`config.mk`:
```
export PLATFORM = sky130hd
export DESIGN_NAME = ovf_fault_action
export DESIGN_NICKNAME = d
export VERILOG_FILES = /design/src/ovf_pkg.sv /design/src/ovf_delay_timer.sv /design/src/ovf_fault_action.sv
export SDC_FILE = /design/constraint.sdc
export NUM_CORES = 1
export LEC_CHECK = 0
export BUFFER_PORTS_ARGS = -buffer_cell sky130_fd_sc_hd__buf_2
export CORE_UTILIZATION = 40
export DETAILED_ROUTE_END_ITERATION = 8
export HOLD_SLACK_MARGIN = 0.05
export SYNTH_ARGS = -nofsm -noshare
export SYNTH_HDL_FRONTEND = slang
export SYNTH_HIERARCHICAL = 1
export SYNTH_SLANG_ARGS = --single-unit
```
`constraint.sdc`:
```
create_clock -name clk_sys -period 3.7 [get_ports clk_sys]
set_clock_uncertainty 0.05 [all_clocks]
set_input_delay 0.37 -clock clk_sys [delete_from_list [all_inputs] [get_ports clk_sys]]
set_output_delay 0.37 -clock clk_sys [all_outputs]
set_load 0.02 [all_outputs]
```
`src/ovf_pkg.sv`:
```
// Constants and types for the input overvoltage fault-response block
// Overview of operation
// - Action register is host byte read/write
// - Code 00: ignore fault, keep output running
// - Code 01: run for delay, then retry setting
// - Code 10: disable output, then follow retries
// - Code 11: stay off until fault cleared
// - Retry 000: never restart, stay off
// - Retry 1-3: that many attempts, then off
// - Retry 4-6: that many attempts, then off
// - Retry 111: retry until commanded off
// - Attempt spacing is delay count times unit
// - Delay count is two to field value
`default_nettype none
package ovf_pkg;
  // Command code of the fault action register
  localparam logic [7:0] CMD_FAULT_ACTION   = 8'h56;
  localparam logic [7:0] FAULT_ACTION_RESET = 8'hC0;
  localparam logic [7:0] UNMAPPED_READ      = 8'h00;

  localparam int RESP_MSB  = 7;
  localparam int RESP_LSB  = 6;
  localparam int RETRY_MSB = 5;
  localparam int RETRY_LSB = 3;
  localparam int DELAY_MSB = 2;
  localparam int DELAY_LSB = 0;

  localparam logic [1:0] RESP_IGNORE = 2'h0;
  localparam logic [1:0] RESP_DELAY  = 2'h1;
  localparam logic [1:0] RESP_RETRY  = 2'h2;
  localparam logic [1:0] RESP_LATCH  = 2'h3;

  localparam logic [2:0] RETRY_NONE    = 3'h0;
  localparam logic [2:0] RETRY_FOREVER = 3'h7;

  // Delay count is one unit shifted left by the field value
  localparam logic [7:0] DELAY_ONE_UNIT = 8'h01;

  typedef enum logic [2:0] {
    ST_OFF,
    ST_RUN,
    ST_GRACE,
    ST_WAIT,
    ST_LATCH
  } ovf_state_e;
endpackage
`default_nettype wire

```
`src/ovf_delay_timer.sv`:
```
// Delay timer counting delay-unit ticks up to two to the field value
`timescale 1ns/100ps
`default_nettype none
module ovf_delay_timer (
  input  wire logic       clk_sys,
  input  wire logic       rstn,
  input  wire logic       start,
  input  wire logic       abort,
  input  wire logic [2:0] delay_exp,
  input  wire logic       unit_tick,
  output logic            done_q
);
  logic [7:0] cnt_q;
  logic [7:0] target_q;
  logic       run_q;
  wire  [7:0] cnt_inc  = cnt_q + 8'h01;
  wire        last_tck = run_q && unit_tick && (cnt_inc == target_q);

  // Target is captured at start so a register write cannot stretch a wait
  always_ff @(posedge clk_sys) begin
    if (!rstn) begin
      cnt_q    <= 8'h00;
      target_q <= ovf_pkg::DELAY_ONE_UNIT;
      run_q    <= 1'b0;
      done_q   <= 1'b0;
    end else if (abort) begin
      cnt_q  <= 8'h00;
      run_q  <= 1'b0;
      done_q <= 1'b0;
    end else if (start) begin
      cnt_q    <= 8'h00;
      target_q <= ovf_pkg::DELAY_ONE_UNIT << delay_exp;
      run_q    <= 1'b1;
      done_q   <= 1'b0;
    end else begin
      done_q <= last_tck;
      if (last_tck) begin
        run_q <= 1'b0;
      end else if (run_q && unit_tick) begin
        cnt_q <= cnt_inc;
      end
    end
  end
endmodule // ovf_delay_timer
`default_nettype wire

```
`src/ovf_fault_action.sv`:
```
// Input overvoltage fault-response controller with its action register
`timescale 1ns/100ps
`default_nettype none
module ovf_fault_action (
  input  wire logic       clk_sys,
  input  wire logic       rstn,
  input  wire logic [7:0] cmd_code,
  input  wire logic       wr_byte_stb,
  input  wire logic [7:0] wr_byte,
  input  wire logic       rd_byte_stb,
  output logic      [7:0] rd_byte_q,
  output logic            rd_valid_q,
  input  wire logic       vin_ov_fault,
  input  wire logic       unit_tick,
  input  wire logic       clear_fault_stb,
  input  wire logic       on_cmd,
  input  wire logic       other_shutdown,
  output logic            out_en_q,
  output logic            fault_flag_q,
  output logic            latched_off_q,
  output logic      [2:0] retry_cnt_q
);
  logic [7:0]             action_q;
  logic                   on_prev_q;
  ovf_pkg::ovf_state_e    state_q;
  ovf_pkg::ovf_state_e    state_d;
  logic [2:0]             retry_cnt_d;
  logic                   start_t;
  logic                   timer_done;

  // Register decode
  wire       reg_hit = (cmd_code == ovf_pkg::CMD_FAULT_ACTION);
  wire       wr_hit  = wr_byte_stb && reg_hit;
  wire       rd_hit  = rd_byte_stb && reg_hit;
  wire [7:0] rd_mux  = rd_hit ? action_q : ovf_pkg::UNMAPPED_READ;

  // Field decode
  wire [1:0] resp    = action_q[ovf_pkg::RESP_MSB:ovf_pkg::RESP_LSB];
  wire [2:0] retries = action_q[ovf_pkg::RETRY_MSB:ovf_pkg::RETRY_LSB];
  wire [2:0] dly_exp = action_q[ovf_pkg::DELAY_MSB:ovf_pkg::DELAY_LSB];

  // Off-then-on through the enable command counts as a fault clear
  wire on_rise   = on_cmd && !on_prev_q;
  wire clear_evt = clear_fault_stb || on_rise;
  wire run_ok    = on_cmd && !other_shutdown;
  // A clear in RUN may start a fresh wait; it must not abort that start
  wire abort_t   = !run_ok || (clear_evt && !start_t);

  // Counter holds at its top value so unlimited retry cannot wrap
  wire [2:0] cnt_inc = (retry_cnt_q == 3'h7) ? retry_cnt_q
                                             : retry_cnt_q + 3'h1;

  function automatic logic attempts_used(input logic [2:0] limit,
                                         input logic [2:0] used);
    attempts_used = (limit != ovf_pkg::RETRY_FOREVER) && (used >= limit);
  endfunction

  wire shut_latch = (retries == ovf_pkg::RETRY_NONE);
  wire give_up    = attempts_used(retries, cnt_inc);

  ovf_delay_timer u_timer (
    .clk_sys   (clk_sys),
    .rstn      (rstn),
    .start     (start_t),
    .abort     (abort_t),
    .delay_exp (dly_exp),
    .unit_tick (unit_tick),
    .done_q    (timer_done)
  );

  always_comb begin
    state_d     = state_q;
    retry_cnt_d = retry_cnt_q;
    start_t     = 1'b0;
    case (state_q)
      ovf_pkg::ST_OFF: begin
        retry_cnt_d = 3'h0;
        state_d     = ovf_pkg::ST_RUN;
      end
      ovf_pkg::ST_RUN: begin
        if (vin_ov_fault) begin
          retry_cnt_d = 3'h0;
          case (resp)
            ovf_pkg::RESP_IGNORE: state_d = ovf_pkg::ST_RUN;
            ovf_pkg::RESP_DELAY: begin
              state_d = ovf_pkg::ST_GRACE;
              start_t = 1'b1;
            end
            ovf_pkg::RESP_RETRY: begin
              state_d = shut_latch ? ovf_pkg::ST_LATCH
                                   : ovf_pkg::ST_WAIT;
              start_t = !shut_latch;
            end
            default: state_d = ovf_pkg::ST_LATCH;
          endcase
        end
      end
      ovf_pkg::ST_GRACE: begin
        if (timer_done && !vin_ov_fault) begin
          state_d = ovf_pkg::ST_RUN;
        end else if (timer_done) begin
          state_d = shut_latch ? ovf_pkg::ST_LATCH
                               : ovf_pkg::ST_WAIT;
          start_t = !shut_latch;
        end
      end
      ovf_pkg::ST_WAIT: begin
        if (timer_done) begin
          retry_cnt_d = cnt_inc;
          if (!vin_ov_fault) begin
            state_d = ovf_pkg::ST_RUN;
          end else if (give_up) begin
            state_d = ovf_pkg::ST_LATCH;
          end else begin
            start_t = 1'b1;
          end
        end
      end
      default: ;
    endcase
    // A clear restarts the whole sequence from scratch
    if (clear_evt && state_q != ovf_pkg::ST_RUN) begin
      state_d     = ovf_pkg::ST_RUN;
      retry_cnt_d = 3'h0;
      start_t     = 1'b0;
    end
    // A latched fault outlives a shutdown; only a clear, off-on or reset frees it
    if (!run_ok && state_d != ovf_pkg::ST_LATCH) begin
      state_d     = ovf_pkg::ST_OFF;
      retry_cnt_d = 3'h0;
      start_t     = 1'b0;
    end
  end

  wire out_en_d = (state_d == ovf_pkg::ST_RUN) ||
                  (state_d == ovf_pkg::ST_GRACE);
  // A fault present in the clearing cycle keeps the flag set
  wire flag_d   = vin_ov_fault || (fault_flag_q && !clear_evt);

  always_ff @(posedge clk_sys) begin
    if (!rstn) begin
      action_q <= ovf_pkg::FAULT_ACTION_RESET;
    end else if (wr_hit) begin
      action_q <= wr_byte;
    end
  end

  always_ff @(posedge clk_sys) begin
    if (!rstn) begin
      rd_byte_q  <= ovf_pkg::UNMAPPED_READ;
      rd_valid_q <= 1'b0;
    end else begin
      rd_byte_q  <= rd_mux;
      rd_valid_q <= rd_byte_stb;
    end
  end

  always_ff @(posedge clk_sys) begin
    if (!rstn) begin
      state_q       <= ovf_pkg::ST_OFF;
      retry_cnt_q   <= 3'h0;
      // Enable idles high, so this avoids a false rise after reset
      on_prev_q     <= 1'b1;
      out_en_q      <= 1'b0;
      fault_flag_q  <= 1'b0;
      latched_off_q <= 1'b0;
    end else begin
      state_q       <= state_d;
      retry_cnt_q   <= retry_cnt_d;
      on_prev_q     <= on_cmd;
      out_en_q      <= out_en_d;
      fault_flag_q  <= flag_d;
      latched_off_q <= (state_d == ovf_pkg::ST_LATCH);
    end
  end
endmodule // ovf_fault_action
`default_nettype wire

```
Yosys cells after proc, flatten, opt, wreduce, memory -nomap -nowiden

Cells that the tools add are included.

Add/sub/neg operators: 2
Multiply operators: 0
Divide/modulo/power cells: 0
Order comparisons: 1
Equality and inequality tests: 16
Shifts and indexed selects: 1
Muxes and demuxes: 27
Bitwise operators: 3
Reductions and logical operators: 35

Operators by type and width:

| cell                                                   | number |
|---|---|
| two-way mux 3 bit                                      | 12 |
| one-hot mux 3 bit (3 select lines)                     | 2 |
| logical AND 1 bit                                      | 12 |
| one-hot mux 3 bit (4 select lines)                     | 1 |
| two-way mux 1 bit                                      | 10 |
| equality test 3 x 2 -> 1 bit (second input constant)   | 3 |
| adder 8 x 1 -> 8 bit (second input constant)           | 1 |
| equality test 8 x 7 -> 1 bit (second input constant)   | 1 |
| equality test 8 bit                                    | 1 |
| << shifter 1 x 3 -> 8 bit (first input constant)       | 1 |
| zero test 1 bit                                        | 7 |
| equality test 3 x 1 -> 1 bit (second input constant)   | 2 |
| equality test 3 bit (second input constant)            | 2 |
| zero test 3 bit                                        | 2 |
| inequality test 3 bit (second input constant)          | 2 |
| AND reduction 2 bit                                    | 3 |
| OR reduction 3 bit                                     | 2 |
| logical OR 1 bit                                       | 4 |
| adder 3 x 1 -> 3 bit (second input constant)           | 1 |
| greater-or-equal comparator 3 bit                      | 1 |
| inequality test 3 x 1 -> 1 bit (second input constant) | 1 |
| NOT 1 bit                                              | 3 |
| one-hot mux 1 bit (3 select lines)                     | 1 |
| AND reduction 3 bit                                    | 1 |
| 9 further kinds                                        | 9 |

Bits in registers: 45
Bits in latches: 0
Memory bits (writable): 0
Memory bits (read-only): 0
Bits of input ports: 25
Output and inout port bits: 15
Word-level logic and storage cells: 98
Memories: 0

Depth between registers and ports, before layout

Depth after elaboration: 17
Depth in mapped cells: 16
Gate-level depth less buffers: 14

Hierarchy

The synthesis kept the hierarchy.

By module, submodules not included:

| module           | instances | cells an instance | area each (um^2) | sequential area each (um^2) |
|---|---|---|---|---|
| ovf_fault_action | 1         | 162               | 1478.9           | 540.5 |
| ovf_delay_timer  | 1         | 128               | 1053.5           | 360.3 |

Least setup slack after synthesis

No wires, ideal clock.

Kind: reg-to-reg
Start: reg retry_cnt_q[0]
End: reg u_timer.target_q[5]
Library setup time: 0.118 ns
Arrival: 3.166 ns
Data required time: 3.532 ns
Path slack: 0.365 ns
Cell stages (with the launch flop): 17
Path buffers: 2
Period minus slack after synthesis: 3.335 ns
Path through: dfxtp_1 -> ha_1 -> nand2_1 -> mux2_2 -> ha_1 -> a21o_1 -> a31oi_1 -> nor2b_1 -> a31o_2 -> a31oi_4 -> nor2b_1 -> nand2b_1 -> clkbuf_1 -> clkbuf_1 -> nor2_1 -> a22oi_1 -> nor2b_1

Cells in the longest elaborated chain, start to end: 17
Elaborated cells on any way between the ends: 23
Those cells by class: add/sub: 1; order compare: 1; eq/ne: 2; mux: 12; bitwise: 1; reduce/logical: 6

RTL lines:

| element                                                            | line                                           | text |
|---|---|---|
| start: declaration                                                 | ovf_fault_action.sv:21                         | `output logic [2:0] retry_cnt_q` |
| start signal: assignment                                           | ovf_fault_action.sv:169                        | `retry_cnt_q <= retry_cnt_d;` |
| adder 3 x 1 -> 3 bit / equality test 3 bit (equally long branches) | ovf_fault_action.sv:51, ovf_fault_action.sv:50 |  |
| two-way mux 3 bit *                                                | ovf_fault_action.sv:50                         | `wire [2:0] cnt_inc = (retry_cnt_q == 3'h7) ? retry_cnt_q` |
| greater-or-equal comparator 3 bit *                                | ovf_fault_action.sv:55                         | `attempts_used = (limit != ovf_pkg::RETRY_FOREVER) && (used >= limit);` |
| logical AND 1 bit *                                                | ovf_fault_action.sv:55                         |  |
| two-way mux 3 bit                                                  | ovf_fault_action.sv:112                        | `end else if (give_up) begin` |
| two-way mux 3 bit                                                  | ovf_fault_action.sv:110                        | `if (!vin_ov_fault) begin` |
| two-way mux 3 bit                                                  | ovf_fault_action.sv:108                        | `if (timer_done) begin` |
| one-hot mux 3 bit (4 select lines)                                 | ovf_fault_action.sv:75                         | `case (state_q)` |
| (+2 left out)                                                      | --                                             |  |
| logical AND 1 bit                                                  | ovf_fault_action.sv:128                        | `if (!run_ok && state_d != ovf_pkg::ST_LATCH) begin` |
| two-way mux 1 bit *                                                | ovf_fault_action.sv:128                        |  |
| net start_t                                                        | ovf_fault_action.sv:28                         | `logic start_t;` |
| zero test 1 bit                                                    | ovf_fault_action.sv:47                         | `wire abort_t = !run_ok \|\| (clear_evt && !start_t);` |
| logical AND 1 bit                                                  | ovf_fault_action.sv:47                         |  |
| logical OR 1 bit                                                   | ovf_fault_action.sv:47                         |  |
| NOT 1 bit (no source line)                                         | --                                             |  |
| AND reduction 2 bit (no source line) *                             | --                                             |  |
| end signal: assignment                                             | ovf_delay_timer.sv:23                          | `target_q <= ovf_pkg::DELAY_ONE_UNIT;` |
| end signal: assignment                                             | ovf_delay_timer.sv:32                          | `target_q <= ovf_pkg::DELAY_ONE_UNIT << delay_exp;` |
| end: declaration                                                   | ovf_delay_timer.sv:14                          | `logic [7:0] target_q;` |

The timed path passes the listed nets; every way through them passes the cells marked *.
A chain may end at the register's enable or synchronous reset.

Worst setup path in the final report

Start: reg retry_cnt_q[0]
End: reg u_timer.cnt_q[5]

Cells in the longest elaborated chain, start to end: 16
Elaborated cells on any way between the ends: 22
Those cells by class: add/sub: 1; order compare: 1; eq/ne: 2; mux: 12; reduce/logical: 6

RTL lines:

| element                                                            | line                                           | text |
|---|---|---|
| adder 3 x 1 -> 3 bit / equality test 3 bit (equally long branches) | ovf_fault_action.sv:51, ovf_fault_action.sv:50 |  |
| two-way mux 3 bit *                                                | ovf_fault_action.sv:50                         |  |
| greater-or-equal comparator 3 bit *                                | ovf_fault_action.sv:55                         |  |
| logical AND 1 bit *                                                | ovf_fault_action.sv:55                         |  |
| two-way mux 3 bit                                                  | ovf_fault_action.sv:112                        |  |
| two-way mux 3 bit                                                  | ovf_fault_action.sv:110                        |  |
| two-way mux 3 bit                                                  | ovf_fault_action.sv:108                        |  |
| one-hot mux 3 bit (4 select lines)                                 | ovf_fault_action.sv:75                         |  |
| two-way mux 3 bit                                                  | ovf_fault_action.sv:122                        | `if (clear_evt && state_q != ovf_pkg::ST_RUN) begin` |
| inequality test 3 bit                                              | ovf_fault_action.sv:128                        |  |
| logical AND 1 bit                                                  | ovf_fault_action.sv:128                        |  |
| two-way mux 1 bit *                                                | ovf_fault_action.sv:128                        |  |
| net start_t                                                        | ovf_fault_action.sv:28                         |  |
| zero test 1 bit                                                    | ovf_fault_action.sv:47                         |  |
| logical AND 1 bit                                                  | ovf_fault_action.sv:47                         |  |
| logical OR 1 bit                                                   | ovf_fault_action.sv:47                         |  |
| OR reduction 3 bit (no source line) *                              | --                                             |  |
| end signal: assignment                                             | ovf_delay_timer.sv:40                          | `cnt_q <= cnt_inc;` |
| end: declaration                                                   | ovf_delay_timer.sv:13                          | `logic [7:0] cnt_q;` |

Marked as above.

==> results.py <==
metrics = {
    "run_status": {
        "status": "finished, final reports clean",
    },
    "clocking": {
        "hold_buffers": 0,
        "cts_tree": "built",
        "clkTransAtPathRegs_ps": 90,
        "clock-sinks": 45,
        "clk_latency_ps": 300,
        "root_buffer": "clkbuf_8",
        "htree_levels": 2,
        "postCtsSetupBuffers": 0,
        "clk_path_buf_depth": 2,
        "numCtsBuffers": 5,
        "cts_resized": 0,
    },
    "layout": {
        "area_delta_synth_final_pct": 14.4,
        "seq_area_sq_um": 901,
        "antennaDiodeCount": 0,
        "nets": 361,
        "postLayoutCoreUtil_pct": 48.1,
        "fill_cells": 571,
        "multiInputGateArea_sq_um": 1540,
        "drive_above_1_share_pct": 21.0,
    },
    "routing": {
        "via_per_inst": 5.41,
        "wirelength_mm": 5.38,
        "wl_per_cell_microns": 13.4,
        "drt_iter0_markers": 124,
        "drtAntennaViolNets": 0,
        "first_pass_iters": 4,
        "drc": 0,
        "vias": 2180,
    },
    "sta": {
        "tightestPinTransition_ps": 854,
        "layout_setup_ws_ps": 256,
        "finalHoldViolCount": 0,
        "relSlewSlack_pct": 43.1,
        "final.min_clock_period_ps": 3440,
        "fmax_mhz": 290,
        "maxSlewViolCount": 0,
        "setup_violations": 0,
        "fin_crit_sh_pct": 93.1,
        "fin_setup_tns_ps": 0,
        "rsz0062_at_grt": "false",
    },
    "logic_synthesis": {
        "synthArstFlopShare_pct": 0,
        "synth_cell_types": 62,
        "synth_edf_count": 0,
        "netlist_instances": 290,
        "ys_seq_elements": 45,
        "ys_seq_area_share_pct": 35.6,
        "yosysWarnings": 6,
        "synth-main-ff-cell": "dfxtp_1",
        "syn_avg_cell_area_sq_um": 8.73,
        "synth_area_sq_um": 2530,
        "syn-num-nets": 324,
    },
    "power_and_ir_drop": {
        "power_density_nw_per_um2": 319,
        "ir_drop_v": 0.000148,
        "total_power_w": 0.000923,
        "p_leak_nw": 1.18,
    },
    "place": {
        "gp_congestion": 0.837,
        "numPortBuffers": 39,
        "pre_cts_ws_ps": 270,
        "hpwl_mm": 4.06,
    },
    "critical_path": {
        "critPathCaptureType": "flip-flop",
        "setup.worst_path.start_class": "flip-flop",
        "worstPathMaxFanout": 7,
        "worstPathRequired_ps": 3900,
        "path_class": "flip-flop to flip-flop",
        "arrival_ps": 3640,
    },
    "global_routing": {
        "antenna_found_initial": 0,
        "grt_pass1_vias": 1845,
        "grt_usage_pct": 17.6,
        "grt_overflow": 0,
        "grt_start_max_net_pins": 19,
        "grt_pass1_wl_mm": 8.81,
    },
    "die": {
        "die_height_microns": 81.6,
        "core_sq_um": 6030,
        "io_pins": 40,
        "start_util_pct": 42.0,
        "std_cell_rows": 28,
        "die-area_sq_um": 6650,
        "die_w_microns": 81.6,
    },
    "job": {
        "cap_violations": 0,
    },
    "hold_path": {
        "min_path_type": "input port to flip-flop",
    },
}
==> routing by layer <==
metal	vias to the layer above	routed length, microns	share of wire, %	global-route usage (%)
met5	-	0	0	0
met4	0	90	1.7	5.79
met3	7	226	4.2	3.89
met2	42	2490	46	28.1
met1	1013	2570	48	23.3
li1	1118	-	-	-
==> critical path, cell delays in order (launching register included) <==
cell and delay (ps):
dfxtp_1 350, ha_1 240, nand2_1 110, mux2_2 360, ha_1 180, a21o_1 170
a31oi_1 250, nor2b_1 110, a31o_2 290, a31oi_4 290, nor2b_1 120, inv_1 90
nand2_1 170, or4_1 540, nand2_1 70
==> metrics by stage <==
stage          hold WS (ps)  cell area, sq um  std cells
6_report                213              2900        403
5_1_grt                 216              2900        403
4_1_cts                 208              2900        403
3_5_place_dp            430              2780        395
3_3_place_gp            424              2780        395
2_1_floorplan           382              2530        290
==> registers in the layout (all words and copies together), names as in the netlist <==
register          cells
u_timer/run_q         1
on_prev_q             1
fault_flag_q          1
u_timer/cnt_q         8
retry_cnt_q           3
state_q               3
u_timer/done_q        1
action_q              8
rd_byte_q             8
u_timer/target_q      8
latched_off_q         1
rd_valid_q            1
out_en_q              1
==> final cells by class <==
| type | instances | area share, % |
|---|---|---|
| Multi-Input combinational cell | 223 | 53.1 |
| Clock buffer | 5 | 2.38 |
| Tap cell | 75 | 3.24 |
| Clock inverter | 3 | 1.64 |
| Sequential cell | 45 | 31.1 |
| Inverter | 12 | 1.56 |
| Timing Repair Buffer | 40 | 7.00 |
==> report_power, final <==
part           leakage [nW]  internal (W)  switching [W]
Sequential            0.364      0.000487     0.00000230
Combinational         0.753     0.0000209      0.0000269
Clock                0.0591      0.000206       0.000180
Total                  1.18      0.000714       0.000210
==> worst paths after layout <==
path	startpoint	to	slack, ps	cells past startpoint
worst max-delay path	retry_cnt_q[0]	u_timer/cnt_q[5]	260	14
worst min-delay path	on_cmd	on_prev_q	210	2
worst max register to register	retry_cnt_q[0]	u_timer/cnt_q[5]	260	14
worst min register to register	fault_flag_q	fault_flag_q	450	2
==> cell families (layout without fill, tap and decap cells) <==
group | count (synthesis) | count (layout) | synth area share, %
buf+inv | 22 | 60 | 3.71
simple gates | 135 | 135 | 30.5
fa+ha+maj | 9 | 9 | 4.45
mux | 9 | 9 | 3.61
xor+xnor | 9 | 9 | 3.11
compound gates | 61 | 61 | 19.1
flops | 45 | 45 | 35.6
==> cells in the final DEF, fill, tap and decap left out, types with 4 or more instances in the layout <==
cell / instances
ha_1: 9
or3_1: 5
inv_1: 12
xnor2_1: 7
or4_1: 5
nand2b_1: 8
nand3_1: 5
o21ai_1: 4
and2_1: 12
buf_2: 39
nor4_1: 4
nor3_1: 9
dfxtp_1: 45
a21oi_1: 16
nor2b_1: 17
nand2_1: 25
o21ai_0: 6
nor2_1: 18
o31ai_1: 5
clkbuf_8: 5
and3_1: 7
a31oi_1: 4
mux2i_1: 8
==> synthesized netlist by cell type, drive strengths merged, types with 5 or more instances <==
| cell | instances | area [sq um] |
|---|---|---|
| ha | 9 | 113 |
| o31ai | 5 | 37.5 |
| a31oi | 5 | 46.3 |
| nor3 | 9 | 45.0 |
| clkbuf | 7 | 27.5 |
| nand3 | 7 | 45.0 |
| nor2 | 18 | 67.6 |
| and3 | 8 | 51.3 |
| or3 | 6 | 42.5 |
| nand2 | 25 | 93.8 |
| dfxtp | 45 | 901 |
| o21ai | 11 | 58.8 |
| nor2b | 17 | 106 |
| or4 | 6 | 48.8 |
| and2 | 14 | 91.3 |
| inv | 12 | 45.0 |
| nand2b | 8 | 50.1 |
| xnor2 | 7 | 61.3 |
| nor4 | 5 | 37.5 |
| a21oi | 17 | 88.8 |
| mux2i | 8 | 80.1 |
(Power assumes the default switching activity.)
